### src/inc/ulcm_pkg.sv
package ulcm_pkg;
  // ************************************************************
  // bus address and register offsets
  // ************************************************************
  localparam logic [6:0] ULCM_I2C_ADDR = 7'h6b;
  localparam logic [7:0] ULCM_OFS_ORANGE_CTRL = 8'h09;
  localparam logic [7:0] ULCM_OFS_GREEN_CTRL = 8'h0a;
  localparam logic [7:0] ULCM_OFS_BLUE_CTRL = 8'h0b;
  localparam logic [7:0] ULCM_OFS_ORANGE_MASK = 8'h17;
  localparam logic [7:0] ULCM_OFS_GREEN_MASK = 8'h18;
  localparam logic [7:0] ULCM_OFS_BLUE_MASK = 8'h19;
  // ************************************************************
  // reset values and fields
  // ************************************************************
  localparam logic [7:0] ULCM_CTRL_RESET = 8'h00;
  localparam logic [7:0] ULCM_MASK_RESET = 8'h00;
  localparam int ULCM_CTRL_ON_BIT = 0;
  localparam int ULCM_SRC_POWER_PATH = 0;
  localparam int ULCM_SRC_CELL_LOW = 1;
  localparam int ULCM_SRC_CHARGING = 2;
  localparam int ULCM_SRC_NOTICE = 3;
  localparam int ULCM_SRC_COOLER = 4;
  localparam int ULCM_SRC_SWITCH = 5;
  localparam int ULCM_SRC_HOST_SUPPLY = 6;
  localparam int ULCM_SRC_CABLE = 7;
  // ************************************************************
  // timing
  // ************************************************************
  localparam int ULCM_CLK_HZ = 20000000;
  localparam int ULCM_BLINK_MS = 400;
  localparam int ULCM_BLINK_CYC = ULCM_CLK_HZ / 1000 * ULCM_BLINK_MS;
endpackage

### src/core/ulcm_top.sv
`timescale 1ns/1ps
// Operation
// - orange indicator follows register 0x09, 0x01 on, 0x00 off, read/write.
// - green indicator follows register 0x0a, 0x01 on, 0x00 off, read/write.
// - blue indicator follows register 0x0b, 0x01 on, 0x00 off, read/write.
// - i2c target at 0x6b; index byte then value byte.
// - source masks at 0x17 orange, 0x18 green, 0x19 blue.
// - mask bits 0..7 select power, cell, charge, notice, cooler, switch, host, cable.
// - mapping never alters the system indicator outputs themselves.
// - direct writes still work; each system update overwrites a mapped indicator.
// - a mask may have two or more bits set.
// - power path source is ANDed with the power_path_blink input, which sets its on/off timing.
module ulcm_top (
  input wire logic clk,
  input wire logic resetn,
  input wire logic ce,
  input wire logic scl_in,
  input wire logic sda_in,
  output logic sda_out,
  output logic sda_oe,
  input wire logic [7:0] sys_status,
  input wire logic power_path_blink,
  output logic orange_led,
  output logic green_led,
  output logic blue_led
);
  // ************************************************************
  // reset release and pin synchronisers
  // ************************************************************
  logic [1:0] rst_sync_reg;
  logic rst_n;
  logic [2:0] scl_sync_reg, sda_sync_reg;
  logic scl_s_reg, sda_s_reg;
  assign rst_n = rst_sync_reg[1];
  always_ff @(posedge clk or negedge resetn) begin
    if (!resetn) begin
      rst_sync_reg <= 2'b00;
    end else begin
      rst_sync_reg <= {rst_sync_reg[0], 1'b1};
    end
  end
  // change accepted when the second and third stages agree
  always_ff @(posedge clk or negedge rst_n) begin
    if (!rst_n) begin
      scl_sync_reg <= 3'b111;
      sda_sync_reg <= 3'b111;
      scl_s_reg <= 1'b1;
      sda_s_reg <= 1'b1;
    end else if (ce) begin
      scl_sync_reg <= {scl_sync_reg[1:0], scl_in};
      sda_sync_reg <= {sda_sync_reg[1:0], sda_in};
      if (scl_sync_reg[2] == scl_sync_reg[1]) begin
        scl_s_reg <= scl_sync_reg[2];
      end
      if (sda_sync_reg[2] == sda_sync_reg[1]) begin
        sda_s_reg <= sda_sync_reg[2];
      end
    end
  end
  // ************************************************************
  // i2c target
  // ************************************************************
  logic wr_stb;
  logic [7:0] wr_index, wr_data, rd_index;
  logic [7:0] rd_data;
  ulcm_i2c_target u_tgt (
    .clk(clk),
    .rst_n(rst_n),
    .ce(ce),
    .scl_s(scl_s_reg),
    .sda_s(sda_s_reg),
    .sda_oe(sda_oe),
    .wr_stb(wr_stb),
    .wr_index(wr_index),
    .wr_data(wr_data),
    .rd_index(rd_index),
    .rd_data(rd_data)
  );
  // open drain: value stays low, only the enable moves
  always_ff @(posedge clk or negedge rst_n) begin
    if (!rst_n) begin
      sda_out <= 1'b0;
    end else begin
      sda_out <= 1'b0;
    end
  end
  // ************************************************************
  // registers
  // ************************************************************
  logic [7:0] ctrl_reg [3];
  logic [7:0] mask_reg [3];
  logic [7:0] src_prev_reg;
  logic [7:0] sys_s1_reg, sys_s2_reg, sys_s3_reg, sys_reg;
  logic [7:0] src_eff;
  logic src_update;
  // a status bit moves only once the last two stages agree
  wire [7:0] sys_agree = ~(sys_s2_reg ^ sys_s3_reg);
  wire [7:0] ofs_ctrl [3] = '{ulcm_pkg::ULCM_OFS_ORANGE_CTRL,
    ulcm_pkg::ULCM_OFS_GREEN_CTRL, ulcm_pkg::ULCM_OFS_BLUE_CTRL};
  wire [7:0] ofs_mask [3] = '{ulcm_pkg::ULCM_OFS_ORANGE_MASK,
    ulcm_pkg::ULCM_OFS_GREEN_MASK, ulcm_pkg::ULCM_OFS_BLUE_MASK};
  // status pins are asynchronous, same 3-stage agreement filter
  always_ff @(posedge clk or negedge rst_n) begin
    if (!rst_n) begin
      sys_s1_reg <= 8'h00;
      sys_s2_reg <= 8'h00;
      sys_s3_reg <= 8'h00;
      sys_reg <= 8'h00;
      src_prev_reg <= 8'h00;
    end else if (ce) begin
      sys_s1_reg <= {sys_status[7:1], sys_status[0] & power_path_blink};
      sys_s2_reg <= sys_s1_reg;
      sys_s3_reg <= sys_s2_reg;
      sys_reg <= (sys_s3_reg & sys_agree) | (sys_reg & ~sys_agree);
      src_prev_reg <= src_eff;
    end
  end
  // power path bit arrives already carrying its own blink pattern
  // sources are only read here, never driven back
  assign src_eff = sys_reg;
  assign src_update = src_eff != src_prev_reg;
  genvar g;
  generate
    for (g = 0; g < 3; g++) begin : g_led
      wire hit_ctrl = wr_stb && wr_index == ofs_ctrl[g];
      wire hit_mask = wr_stb && wr_index == ofs_mask[g];
      wire mapped = |mask_reg[g];
      wire mirror = |(mask_reg[g] & src_eff);
      always_ff @(posedge clk or negedge rst_n) begin
        if (!rst_n) begin
          ctrl_reg[g] <= ulcm_pkg::ULCM_CTRL_RESET;
          mask_reg[g] <= ulcm_pkg::ULCM_MASK_RESET;
        end else if (ce) begin
          if (hit_mask) begin
            mask_reg[g] <= wr_data;
          end
          // a status update wins over a direct write in the same cycle
          if (mapped && src_update) begin
            ctrl_reg[g] <= {7'h00, mirror};
          end else if (hit_ctrl) begin
            ctrl_reg[g] <= wr_data;
          end
        end
      end
    end
  endgenerate
  always_comb begin
    rd_data = 8'h00;
    for (int i = 0; i < 3; i++) begin
      if (rd_index == ofs_ctrl[i]) begin
        rd_data = ctrl_reg[i];
      end
      if (rd_index == ofs_mask[i]) begin
        rd_data = mask_reg[i];
      end
    end
  end
  // ************************************************************
  // outputs
  // ************************************************************
  always_ff @(posedge clk or negedge rst_n) begin
    if (!rst_n) begin
      orange_led <= 1'b0;
      green_led <= 1'b0;
      blue_led <= 1'b0;
    end else if (ce) begin
      orange_led <= ctrl_reg[0][ulcm_pkg::ULCM_CTRL_ON_BIT];
      green_led <= ctrl_reg[1][ulcm_pkg::ULCM_CTRL_ON_BIT];
      blue_led <= ctrl_reg[2][ulcm_pkg::ULCM_CTRL_ON_BIT];
    end
  end
endmodule

### src/core/ulcm_i2c_target.sv
`timescale 1ns/1ps
// i2c target: first byte after address is index, then data bytes;
// index steps only after value and read bytes, so a read after a repeated start returns it.
module ulcm_i2c_target (
  input wire logic clk,
  input wire logic rst_n,
  input wire logic ce,
  input wire logic scl_s,
  input wire logic sda_s,
  output logic sda_oe,
  output logic wr_stb,
  output logic [7:0] wr_index,
  output logic [7:0] wr_data,
  output logic [7:0] rd_index,
  input wire logic [7:0] rd_data
);
  typedef enum logic [2:0] {ULCM_IDLE, ULCM_ADDR, ULCM_AACK, ULCM_WBYTE, ULCM_WACK,
    ULCM_RBYTE, ULCM_RACK} ulcm_i2c_st_t;
  ulcm_i2c_st_t st_reg;
  logic scl_d_reg, sda_d_reg;
  logic [7:0] sh_reg;
  logic [3:0] cnt_reg;
  logic is_rd_reg, have_idx_reg;
  logic [7:0] idx_reg;
  wire scl_rise = scl_s & ~scl_d_reg;
  wire scl_fall = ~scl_s & scl_d_reg;
  wire start_c = scl_s & scl_d_reg & sda_d_reg & ~sda_s;
  wire stop_c = scl_s & scl_d_reg & ~sda_d_reg & sda_s;
  wire [7:0] sh_in = {sh_reg[6:0], sda_s};
  wire addr_hit = sh_reg[7:1] == ulcm_pkg::ULCM_I2C_ADDR;
  assign rd_index = idx_reg;
  assign wr_index = idx_reg;
  always_ff @(posedge clk or negedge rst_n) begin
    if (!rst_n) begin
      st_reg <= ULCM_IDLE;
      scl_d_reg <= 1'b1;
      sda_d_reg <= 1'b1;
      sh_reg <= 8'h00;
      cnt_reg <= 4'h0;
      is_rd_reg <= 1'b0;
      have_idx_reg <= 1'b0;
      idx_reg <= 8'h00;
      sda_oe <= 1'b0;
      wr_stb <= 1'b0;
      wr_data <= 8'h00;
    end else if (ce) begin
      scl_d_reg <= scl_s;
      sda_d_reg <= sda_s;
      wr_stb <= 1'b0;
      if (start_c) begin
        st_reg <= ULCM_ADDR;
        cnt_reg <= 4'h0;
        sda_oe <= 1'b0;
        have_idx_reg <= 1'b0;
      end else if (stop_c) begin
        st_reg <= ULCM_IDLE;
        sda_oe <= 1'b0;
      end else begin
        unique case (st_reg)
          ULCM_IDLE: ;
          ULCM_ADDR, ULCM_WBYTE: begin
            if (scl_rise) begin
              sh_reg <= sh_in;
              cnt_reg <= cnt_reg + 4'h1;
            end
            if (scl_fall && cnt_reg == 4'h8) begin
              if (st_reg == ULCM_ADDR) begin
                if (addr_hit) begin
                  sda_oe <= 1'b1;
                  is_rd_reg <= sh_reg[0];
                  st_reg <= ULCM_AACK;
                end else begin
                  st_reg <= ULCM_IDLE;
                end
              end else begin
                sda_oe <= 1'b1;
                st_reg <= ULCM_WACK;
                // index byte first, then values
                if (!have_idx_reg) begin
                  idx_reg <= sh_reg;
                end else begin
                  wr_data <= sh_reg;
                  wr_stb <= 1'b1;
                end
              end
            end
          end
          ULCM_AACK, ULCM_WACK: begin
            if (scl_fall) begin
              cnt_reg <= 4'h0;
              sda_oe <= 1'b0;
              // step only after a value byte, so a value equal to the index is harmless
              if (st_reg == ULCM_WACK) begin
                have_idx_reg <= 1'b1;
                if (have_idx_reg) begin
                  idx_reg <= idx_reg + 8'h01;
                end
              end
              if (st_reg == ULCM_AACK && is_rd_reg) begin
                sh_reg <= rd_data;
                sda_oe <= ~rd_data[7];
                st_reg <= ULCM_RBYTE;
              end else begin
                st_reg <= ULCM_WBYTE;
              end
            end
          end
          ULCM_RBYTE: begin
            if (scl_fall) begin
              cnt_reg <= cnt_reg + 4'h1;
              if (cnt_reg == 4'h7) begin
                sda_oe <= 1'b0;
                st_reg <= ULCM_RACK;
              end else begin
                sda_oe <= ~sh_reg[6];
                sh_reg <= {sh_reg[6:0], 1'b0};
              end
            end
          end
          ULCM_RACK: begin
            if (scl_rise) begin
              is_rd_reg <= ~sda_s;
            end
            if (scl_fall) begin
              cnt_reg <= 4'h0;
              if (is_rd_reg) begin
                sh_reg <= rd_data;
                sda_oe <= ~rd_data[7];
                st_reg <= ULCM_RBYTE;
              end else begin
                st_reg <= ULCM_IDLE;
              end
            end
          end
          default: st_reg <= ULCM_IDLE;
        endcase
        if (st_reg == ULCM_RBYTE && scl_fall && cnt_reg == 4'h7) begin
          idx_reg <= idx_reg + 8'h01;
        end
      end
    end
  end
endmodule

### config.mk
export PLATFORM = sky130hd
export DESIGN_NAME = ulcm_top
export DESIGN_NICKNAME = d
export VERILOG_FILES = /design/src/inc/ulcm_pkg.sv /design/src/core/ulcm_top.sv /design/src/core/ulcm_i2c_target.sv
export SDC_FILE = /design/constraint.sdc
export NUM_CORES = 1
export LEC_CHECK = 0
export ABC_AREA = 1
export BUFFER_PORTS_ARGS = -buffer_cell sky130_fd_sc_hd__buf_2
export CAP_MARGIN = 0
export CORE_MARGIN = 2
export CORE_UTILIZATION = 60
export DETAILED_ROUTE_END_ITERATION = 6
export PLACE_DENSITY = 0.77
export REMOVE_ABC_BUFFERS = 1
export SLEW_MARGIN = 40
export SYNTH_ARGS = -nofsm -noshare
export SYNTH_HDL_FRONTEND = slang
export SYNTH_HIERARCHICAL = 1
export SYNTH_SLANG_ARGS = --single-unit
### constraint.sdc
create_clock -name clk -period 5.6 [get_ports clk]
set_clock_uncertainty 0.2 [all_clocks]
set_input_delay 0.28 -clock clk [delete_from_list [all_inputs] [get_ports clk]]
set_output_delay 0.28 -clock clk [all_outputs]
set_load 0.005 [all_outputs]
==> results of run 1 <==
per-stage QoR:
step | hold WS, ns | instances | setup slack, ns
2_1_floorplan | -0.2156 | 942 | 1.288
3_3_place_gp | -0.1335 | 1110 | 3.128
3_5_place_dp | -0.1332 | 1110 | 3.095
4_1_cts | 0.08253 | 1154 | 3.200
5_1_grt | 0.1163 | 1154 | 2.925
6_report | 0.06084 | 1154 | 3.173
layout make-up:
type | count | area, um^2
clock buffers | 18 | 439.2
flip-flops and latches | 138 | 3470
well taps | 147 | 183.9
clock inverters | 13 | 195.2
fillers | 1013 | 3747
inverters | 82 | 307.8
multi-input cells | 722 | 3423
repair buffers | 34 | 245.2
power by group through the flow:
stage,Clock (mW),Combinational [mW],Sequential (mW)
after floorplan,0,0.194,1.17
after global placement,0,0.257,1.19
after detailed placement,0,0.266,1.19
after CTS,1.21,0.280,1.18
after global routing,1.25,0.324,1.19
final,1.20,0.280,1.18
placed cells by master (no fill, tap or decap), drive strengths merged:
cell,synthesis,routed
nor4,7,7
ha,3,3
o21bai,2,2
nor2,92,92
conb,2,2
nand3,99,99
clkinvlp,0,2
buf,17,21
dfrtp,128,128
bufinv,0,4
nand4,27,27
o211ai,9,9
dfstp,10,10
or2,3,3
nand3b,1,1
xor2,2,2
nand2,358,358
a21oi,15,15
inv,80,81
clkinv,2,8
clkbuf,11,18
dlygate4sd3,0,13
xnor2,5,5
nor3,8,8
o21ai,88,88
a211oi,1,1
critical path: stages (launching register included):
cell and delay [ns]:
dfrtp_1 0.56, nand2_1 0.22, nor3_2 0.43, nand3_1 0.14, nand2_1 0.11, nor2_1 0.07
nand4_1 0.10, inv_1 0.07, o211ai_1 0.09, nand3_1 0.11, nand2_1 0.07, inv_1 0.04
nand3_1 0.06, nand2_1 0.05
kinds of logic after synthesis:
family,Yosys count,share of synthesized area [%]
buffers and inverters,110,6.646
other,2,0.1018
flip-flops,138,46.97
XOR/XNOR,7,0.8308
AND/OR/NAND/NOR,595,36.13
AO/OA/AOI/OAI,115,8.816
adder cells (fa/ha/maj),3,0.5087
per-layer routing:
metal | track usage (%) | vias up
met5 | 0 | -
met4 | 8.193 | 0
met3 | 6.484 | 21
met2 | 45.06 | 211
met1 | 41.72 | 3082
li1 | - | 3201
path summary, 6_finish.rpt:
kind | start | endpoint | slack (ns) | depth (start not counted)
setup / recovery | u_tgt/rd_index[3] | u_tgt/sda_oe | 3.17 | 13
hold reg to reg | rst_sync_reg[1] | sys_s1_reg[4] | 0.06 | 0
hold / removal | rst_sync_reg[1] | sys_s1_reg[4] | 0.06 | 0
min in group clk | rst_sync_reg[0] | rst_sync_reg[1] | 0.16 | 0
max in group asynchronous | rst_sync_reg[1] | u_tgt/rd_index[7] | 4.04 | 1
setup reg to reg | u_tgt/rd_index[3] | u_tgt/sda_oe | 3.17 | 13
what timing repair did:
item,CTS,global route
setup buffers,0,0
endpoints found under the hold margin,12,0
hold buffers,13,0
==> results.cfg, run 1 <==
[drt]
drtIter0Drc = 575
wl_met1_mm = 8.091
wl_met2_mm = 8.316
wire_per_inst_um = 15.49
route.detailed.drc = 0
routed_wl_mm = 17.88
drtPass1Iterations = 5
ant_nets = 0
vias = 6515
top_layer_used = met4
wl_met3_mm = 1.233
viasPerCell = 5.646

[cts]
root_buffer = clkbuf_16
numCtsBuffers = 17
cts.reportedPaths.clkPinSlew_ns = 0.06
clockBufferDepth = 2
cts-resized-gates = 0
h-tree-depth = 4
cts_tree = built
clock_latency_ns = 0.43
cts_sinks = 138

[die]
ios = 19
rows = 40
coreArea_mm2 = 0.01201
initial_utilization_pct = 61.44
die_h_um = 114.9
die_w_um = 114.9
die_area_mm2 = 0.01320

[power]
vdd_drop_max_mv = 0.3156
pwr-share-seq_pct = 44.4
power.net_switching_uw = 707.3
pwr_density_cell_mw_per_mm2 = 321.2
power_frac_comb_pct = 10.5
intPower_mw = 1.947
leakage_nw = 4.020
finalPower_mw = 2.655
power.share.switching_pct = 26.64
p_clk_share_pct = 45.1

[worst_setup_path]
crit_path_start_kind = flip-flop
crit_type = flip-flop to flip-flop
arrival_ns = 2.54
cp_data_required_time_ns = 5.72
path_max_fanout = 10
cp-end-kind = flip-flop

[sta]
fin_crit_ns = 2.427
drv_slew = 0
setup_viol = 0
rsz0062_at_grt = no
max_freq_ghz = 0.4121
max_slew.worst_pin.slew_ns = 0.7393
finalHoldViolations = 0
period_share_pct = 43.34
tns_ns = 0
max-slew-margin-rel_pct = 50.71

[synthesis]
ys_ff_latch = 138
seq_area_frac_synth_pct = 46.97
async_flop_share_pct = 100.0
synthTopCellsByArea = dfrtp_1 (43%), nand2_1 (17%), nand3_1 (6.4%)
synth_area_mm2 = 0.007380
postSynthAreaPerCell_um2 = 7.608
yosysTopAreaCell = dfrtp_1
synth_top_area_share_pct = 43.40
synth_ff_type = dfrtp_1
syn_inst = 970
synth_common_cells = nand2_1 (344), dfrtp_1 (128), nand3_1 (95)
ys_warn_count = 6
yosysMostFrequentCell = nand2_1
synth-edff-count = 0
yosys.cell_types.count = 42

[placement]
finalWeightedCongestion = 0.9787
port_buffers = 17
place.detailed.hpwl_mm = 12.23
post_dp_cell_area_mm2 = 0.007500

[global_route]
antenna_found_initial = 0
grt_overflow = 0
grt_pass1_vias = 6041
grt_use_total_pct = 29.11
grt_pass1_wl_mm = 30.01
grt_start_max_net_pins = 68

[cells_and_area]
fin_nets = 1012
area_delta_synth_final_pct = 11.99
drive_above_1_share_pct = 11.62
utilization_pct = 68.80
n_antenna_cell = 0
final_area_mm2 = 0.008264

[run]
maxCapViolCount = 0

[hold_path]
hold_path.class = flip-flop to async pin

[run_status]
status = finished clean
No activity file was read; power rests on OpenSTA's default activity.
==> inputs of run 2 (changes only) <==
clock period = 2.3 ns   (was 5.6 ns; I/O delays follow)
==> run 2 against run 1 <==
Net effect: combinational power increased by 150%; global-route usage grew 1.5 points; clock power grew 120%; first-iteration DRC count up 16%; critical path type unchanged; the run now ends with DRC left; hold slack gained 0.0079 ns.
==> results.cfg, run 2 (synthesized netlist as in run 1, its figures left out) <==
[run_status]
status = finished with violations
violations = DRC

[drt]
drtIter0Drc = 669
route.detailed.drc = 2
vias = 6585
drtPass1Iterations = 7
wire_per_inst_um = 15.69
viasPerCell = 5.623
routed_wl_mm = 18.37
ant_nets = 0

[cts]
root_buffer = clkbuf_16
clock_latency_ns = 0.43
cts_tree = built
h-tree-depth = 4
cts.reportedPaths.clkPinSlew_ns = 0.06
cts_sinks = 138
numCtsBuffers = 17
clockBufferDepth = 2

[sta]
max_slew.worst_pin.slew_ns = 0.5584
layout_setup_ws_ns = 0.1725
fin_crit_ns = 2.128
max_freq_ghz = 0.4700
rsz0062_at_grt = no
setup_viol = 0
max-slew-margin-rel_pct = 62.68
tns_ns = 0
drv_slew = 0
whs_ns = 0.06870
finalHoldViolations = 0
period_share_pct = 92.50

[power]
pwr_density_cell_mw_per_mm2 = 745.3
power.net_switching_mw = 1.706
vdd_drop_max_mv = 0.8092
leakage_nw = 4.092
p_clk_share_pct = 43.0
intPower_mw = 4.538
pwr-share-seq_pct = 46.0
power.share.switching_pct = 27.32
power_frac_comb_pct = 11.0

[cells_and_area]
n_antenna_cell = 0
drive_above_1_share_pct = 12.99
fin_nets = 1028
area_delta_synth_final_pct = 13.53
layout.cells.non_filler = 1171
final_common_cell = nand2_1
final_cell_mix = nand2_1 (344), dfrtp_1 (126), nand3_1 (95)

[worst_setup_path]
cp-end-kind = flip-flop
cp_data_required_time_ns = 2.46
cp_num_cells = 14
r2r-start = u_tgt/rd_index[5]
cpMostUsedCell = inv_1
r2r_end = u_tgt/sda_oe
rr_worst_depth = 14
crit_path_start_kind = flip-flop
ff2ff_setup_slack_ns = 0.17
arrival_ns = 2.29
path_cells = inv_1 > nand4_1 > inv_1 > nand3_1 > nand2_1 > nor2_1 > nand4_1 > inv_1 > o211ai_1 > nand3_1 > nand2_1 > inv_1 > nand3_1 > nand2_1
max_stage_delay_ns = 0.48
critPathTopFamily = simple AND/OR/NAND/NOR gates
critPathBufInv = 4
slowest_stage = dfrtp_1
path_max_fanout = 9
crit_type = flip-flop to flip-flop

[placement]
pre_cts_ws_ns = 0.2232
port_buffers = 17
place.detailed.hpwl_mm = 12.78
finalWeightedCongestion = 1.039
dp.cells = 1125

[die]
die_h_um = 114.9
coreArea_mm2 = 0.01201
rows = 40
die_area_mm2 = 0.01320
initial_utilization_pct = 61.44
ios = 19
die_w_um = 114.9

[global_route]
grt_start_max_net_pins = 65
grt_use_total_pct = 30.59
grt_overflow = 0
grt_pass1_vias = 6230
antenna_found_initial = 0
grt_pass1_wl_mm = 31.11

[run]
maxCapViolCount = 0

[hold_path]
hold_path.class = flip-flop to async pin
run 2: final cells by class:
cell class              instances  area [um^2]
flip-flops and latches        138         3471
well taps                     147        183.9
clock inverters                13        143.9
fillers                       970         3633
repair buffers                 50        405.4
multi-input cells             722         3423
inverters                      82        307.8
clock buffers                  19        442.9
run 2: how the worst max path moves through the flow:
| stage | startpoint | to | slack (ns) |
|---|---|---|---|
| 3_5_place_dp | u_tgt/rd_index[7] | u_tgt/sda_oe | 0.22 |
| 4_1_cts | u_tgt/rd_index[5] | u_tgt/sda_oe | 0.22 |
| 3_3_place_gp | u_tgt/rd_index[5] | u_tgt/sda_oe | 0.24 |
| 2_1_floorplan | rst_sync_reg[1] | async pin | -2.01 |
| 5_1_grt | sda_s_reg | u_tgt/rd_index[7] | 0.01 |
| 6_report | u_tgt/rd_index[5] | u_tgt/sda_oe | 0.17 |
run 2: power by group through the flow:
| stage | clock [mW] | sequential, mW | combinational (mW) |
|---|---|---|---|
| floorplan | 0 | 2.86 | 0.472 |
| global placement | 0 | 2.89 | 0.644 |
| detailed placement | 0 | 2.90 | 0.661 |
| CTS | 2.73 | 2.87 | 0.689 |
| global route | 2.84 | 2.90 | 0.795 |
| finish | 2.69 | 2.87 | 0.687 |
run 2: routing by layer:
metal / part of all wire (%) / GRT usage [%] / routed length [um] / vias to the layer above
met3: 7.3 / 7.433 / 1344 / 32
li1: - / - / - / 3226
met1: 44 / 42.87 / 8082 / 3044
met2: 47 / 47.76 / 8607 / 283
met4: 1.8 / 9.076 / 336 / 0
met5: 0 / 0 / 0 / -
run 2: through the flow:
stage               power (mW)  util, %  cell area (um^2)
finish                   6.244    69.75              8378
global route             6.536    69.75              8378
CTS                      6.283    69.74              8377
detailed placement       3.560    63.69              7650
global placement         3.539    63.69              7650
floorplan                3.331        -              7197
run 2: timing repair:
action                                  in CTS  in global routing
gates resized for setup                      0                  1
setup buffers                                0                  0
hold buffers                                14                  0
endpoints found under the setup margin       0                  1
endpoints found under the hold margin       13                  0
==> inputs of run 3 (changes only) <==
CORE_UTILIZATION = 48   (was 60)
PLACE_DENSITY = unset   (was 0.77)
==> run 3 against run 2 <==
Net effect: the run now ends clean; non-clock buffer count is 9 higher; die area is 24% higher; first-iteration DRC count is 25% lower; worst setup slack better by 0.0094 ns; final cell count is 4.3% higher; design area is 1.3% higher; maximum frequency is 0.44% higher; core utilization is 14 points lower; critical endpoint unchanged; largest cell class unchanged.
==> results.cfg, run 3 (synthesized netlist as in run 1, its figures left out) <==
[drt]
vias = 6480
drtPass1Iterations = 6
routed_wl_mm = 18.56
route.detailed.drc = 0
ant_nets = 0
drtIter0Drc = 505
viasPerCell = 5.307
wire_per_inst_um = 15.20

[sta]
max-slew-margin-rel_pct = 62.85
fin_crit_ns = 2.118
max_slew.worst_pin.slew_ns = 0.5559
period_share_pct = 92.09
finalHoldViolations = 0
rsz0062_at_grt = no
setup_viol = 0
drv_slew = 0
max_freq_ghz = 0.4721
whs_ns = 0.09451

[placement]
finalWeightedCongestion = 0.9049
port_buffers = 17
place.detailed.hpwl_mm = 13.53
dp.cells = 1175

[cells_and_area]
layout.cells.non_filler = 1221
multi_input_area_mm2 = 0.003423
area_delta_synth_final_pct = 15.01
n_antenna_cell = 0
ff_latch_area_mm2 = 0.003471
drive_above_1_share_pct = 13.65
final_cell_mix = nand2_1 (344), dfrtp_1 (126), nand3_1 (95)
fillers = 1419
fin_nets = 1037
final_common_cell = nand2_1

[die]
initial_utilization_pct = 48.91
die_area_mm2 = 0.01638
coreArea_mm2 = 0.01509
ios = 19
die_h_um = 128.0
rows = 45
die_w_um = 128.0

[cts]
clockBufferDepth = 2
cts_tree = built
root_buffer = clkbuf_16
cts_sinks = 138
cts.reportedPaths.clkPinSlew_ns = 0.07
h-tree-depth = 4
numCtsBuffers = 17
cts_setup_buffers = 0
clock_latency_ns = 0.43

[global_route]
grt_start_max_net_pins = 47
antenna_found_initial = 0
grt_pass1_wl_mm = 31.19
grt_pass1_vias = 5984
grt_overflow = 0
grt_use_total_pct = 24.35

[worst_setup_path]
cp-end-kind = flip-flop
ff2ff_setup_slack_ns = 0.18
crit_path_start_kind = flip-flop
rr_worst_depth = 14
cp_data_required_time_ns = 2.42
path_max_fanout = 9
arrival_ns = 2.24
r2r_end = u_tgt/sda_oe
r2r-start = u_tgt/rd_index[5]
crit_type = flip-flop to flip-flop

[hold_path]
hold_path.class = flip-flop to async pin

[power]
leakage_nw = 4.137
pwr_density_cell_mw_per_mm2 = 739.5
vdd_drop_max_mv = 0.6139

[run_status]
status = finished clean

[run]
maxCapViolCount = 0
run 3: cell types whose count changed in the layout (fill, tap and decap cells not counted):
cell,delta
buf_4,+9
clkinvlp_4,-2
buf_6,+1
clkinv_2,-1
inv_8,-1
clkbuf_1,+1
buf_12,-1
clkinv_4,+2
inv_6,+1
run 3: worst max-delay path, cell delays in order, from the launching register on:
cell      delay (ns)
dfrtp_2         0.46
inv_1           0.07
nand4_1         0.19
inv_1           0.25
nand3_1         0.10
nand2_1         0.07
nor2_1          0.05
nand4_1         0.11
inv_1           0.09
o211ai_1        0.10
nand3_1         0.11
nand2_1         0.07
inv_1           0.04
nand3_1         0.07
nand2_1         0.05
run 3: cell type report:
type / instances / area share (%)
clock buffer: 20 / 5.263
clock inverter: 12 / 1.636
inverter: 82 / 3.627
multi-input combinational: 722 / 40.34
sequential: 138 / 40.90
tap: 188 / 2.772
timing repair buffer: 59 / 5.470
run 3: per-layer routing:
metal	wire length, um	part of all wire [%]	vias up	global-route usage, %
met3	852	4.6	23	4.674
li1	-	-	3253	-
met2	8323	45	158	36.80
met5	0	0	-	0
met4	288	1.6	0	7.498
met1	9096	49	3046	35.59
run 3: timing repair:
action                                  in CTS  in global routing
hold buffers                                14                  0
resized for setup                            0                  2
hold endpoints to repair                    14                  0
endpoints found under the setup margin       0                  2
run 3: worst max-delay path by stage:
stage,startpoint,end,cells past startpoint
floorplan,rst_sync_reg[1],async pin,0
global placement,u_tgt/rd_index[5],u_tgt/sda_oe,14
CTS,ce,sys_s1_reg[0],7
detailed placement,u_tgt/rd_index[5],u_tgt/sda_oe,14
finish,u_tgt/rd_index[5],u_tgt/sda_oe,14
global route,u_tgt/rd_index[5],u_tgt/sda_oe,14
run 3: per-stage QoR:
stage	total power, mW	util (%)	instance area, um^2	worst slack, ns	setup TNS, ns
after floorplan	3.331	-	7197	-2.012	-263.20
after global placement	3.556	51.40	7756	0.2152	0
after detailed placement	3.561	51.40	7756	0.1783	0
after CTS	6.318	56.21	8482	0.09644	0
after global routing	6.580	56.24	8487	0.01106	0
final	6.276	56.24	8487	0.1818	0
run 3: power breakdown:
group / internal, mW / leakage (nW) / switching, mW / total (mW)
sequential: 2.64 / 1.81 / 0.208 / 2.85
combinational: 0.267 / 2.04 / 0.419 / 0.686
clock: 1.64 / 0.286 / 1.10 / 2.74
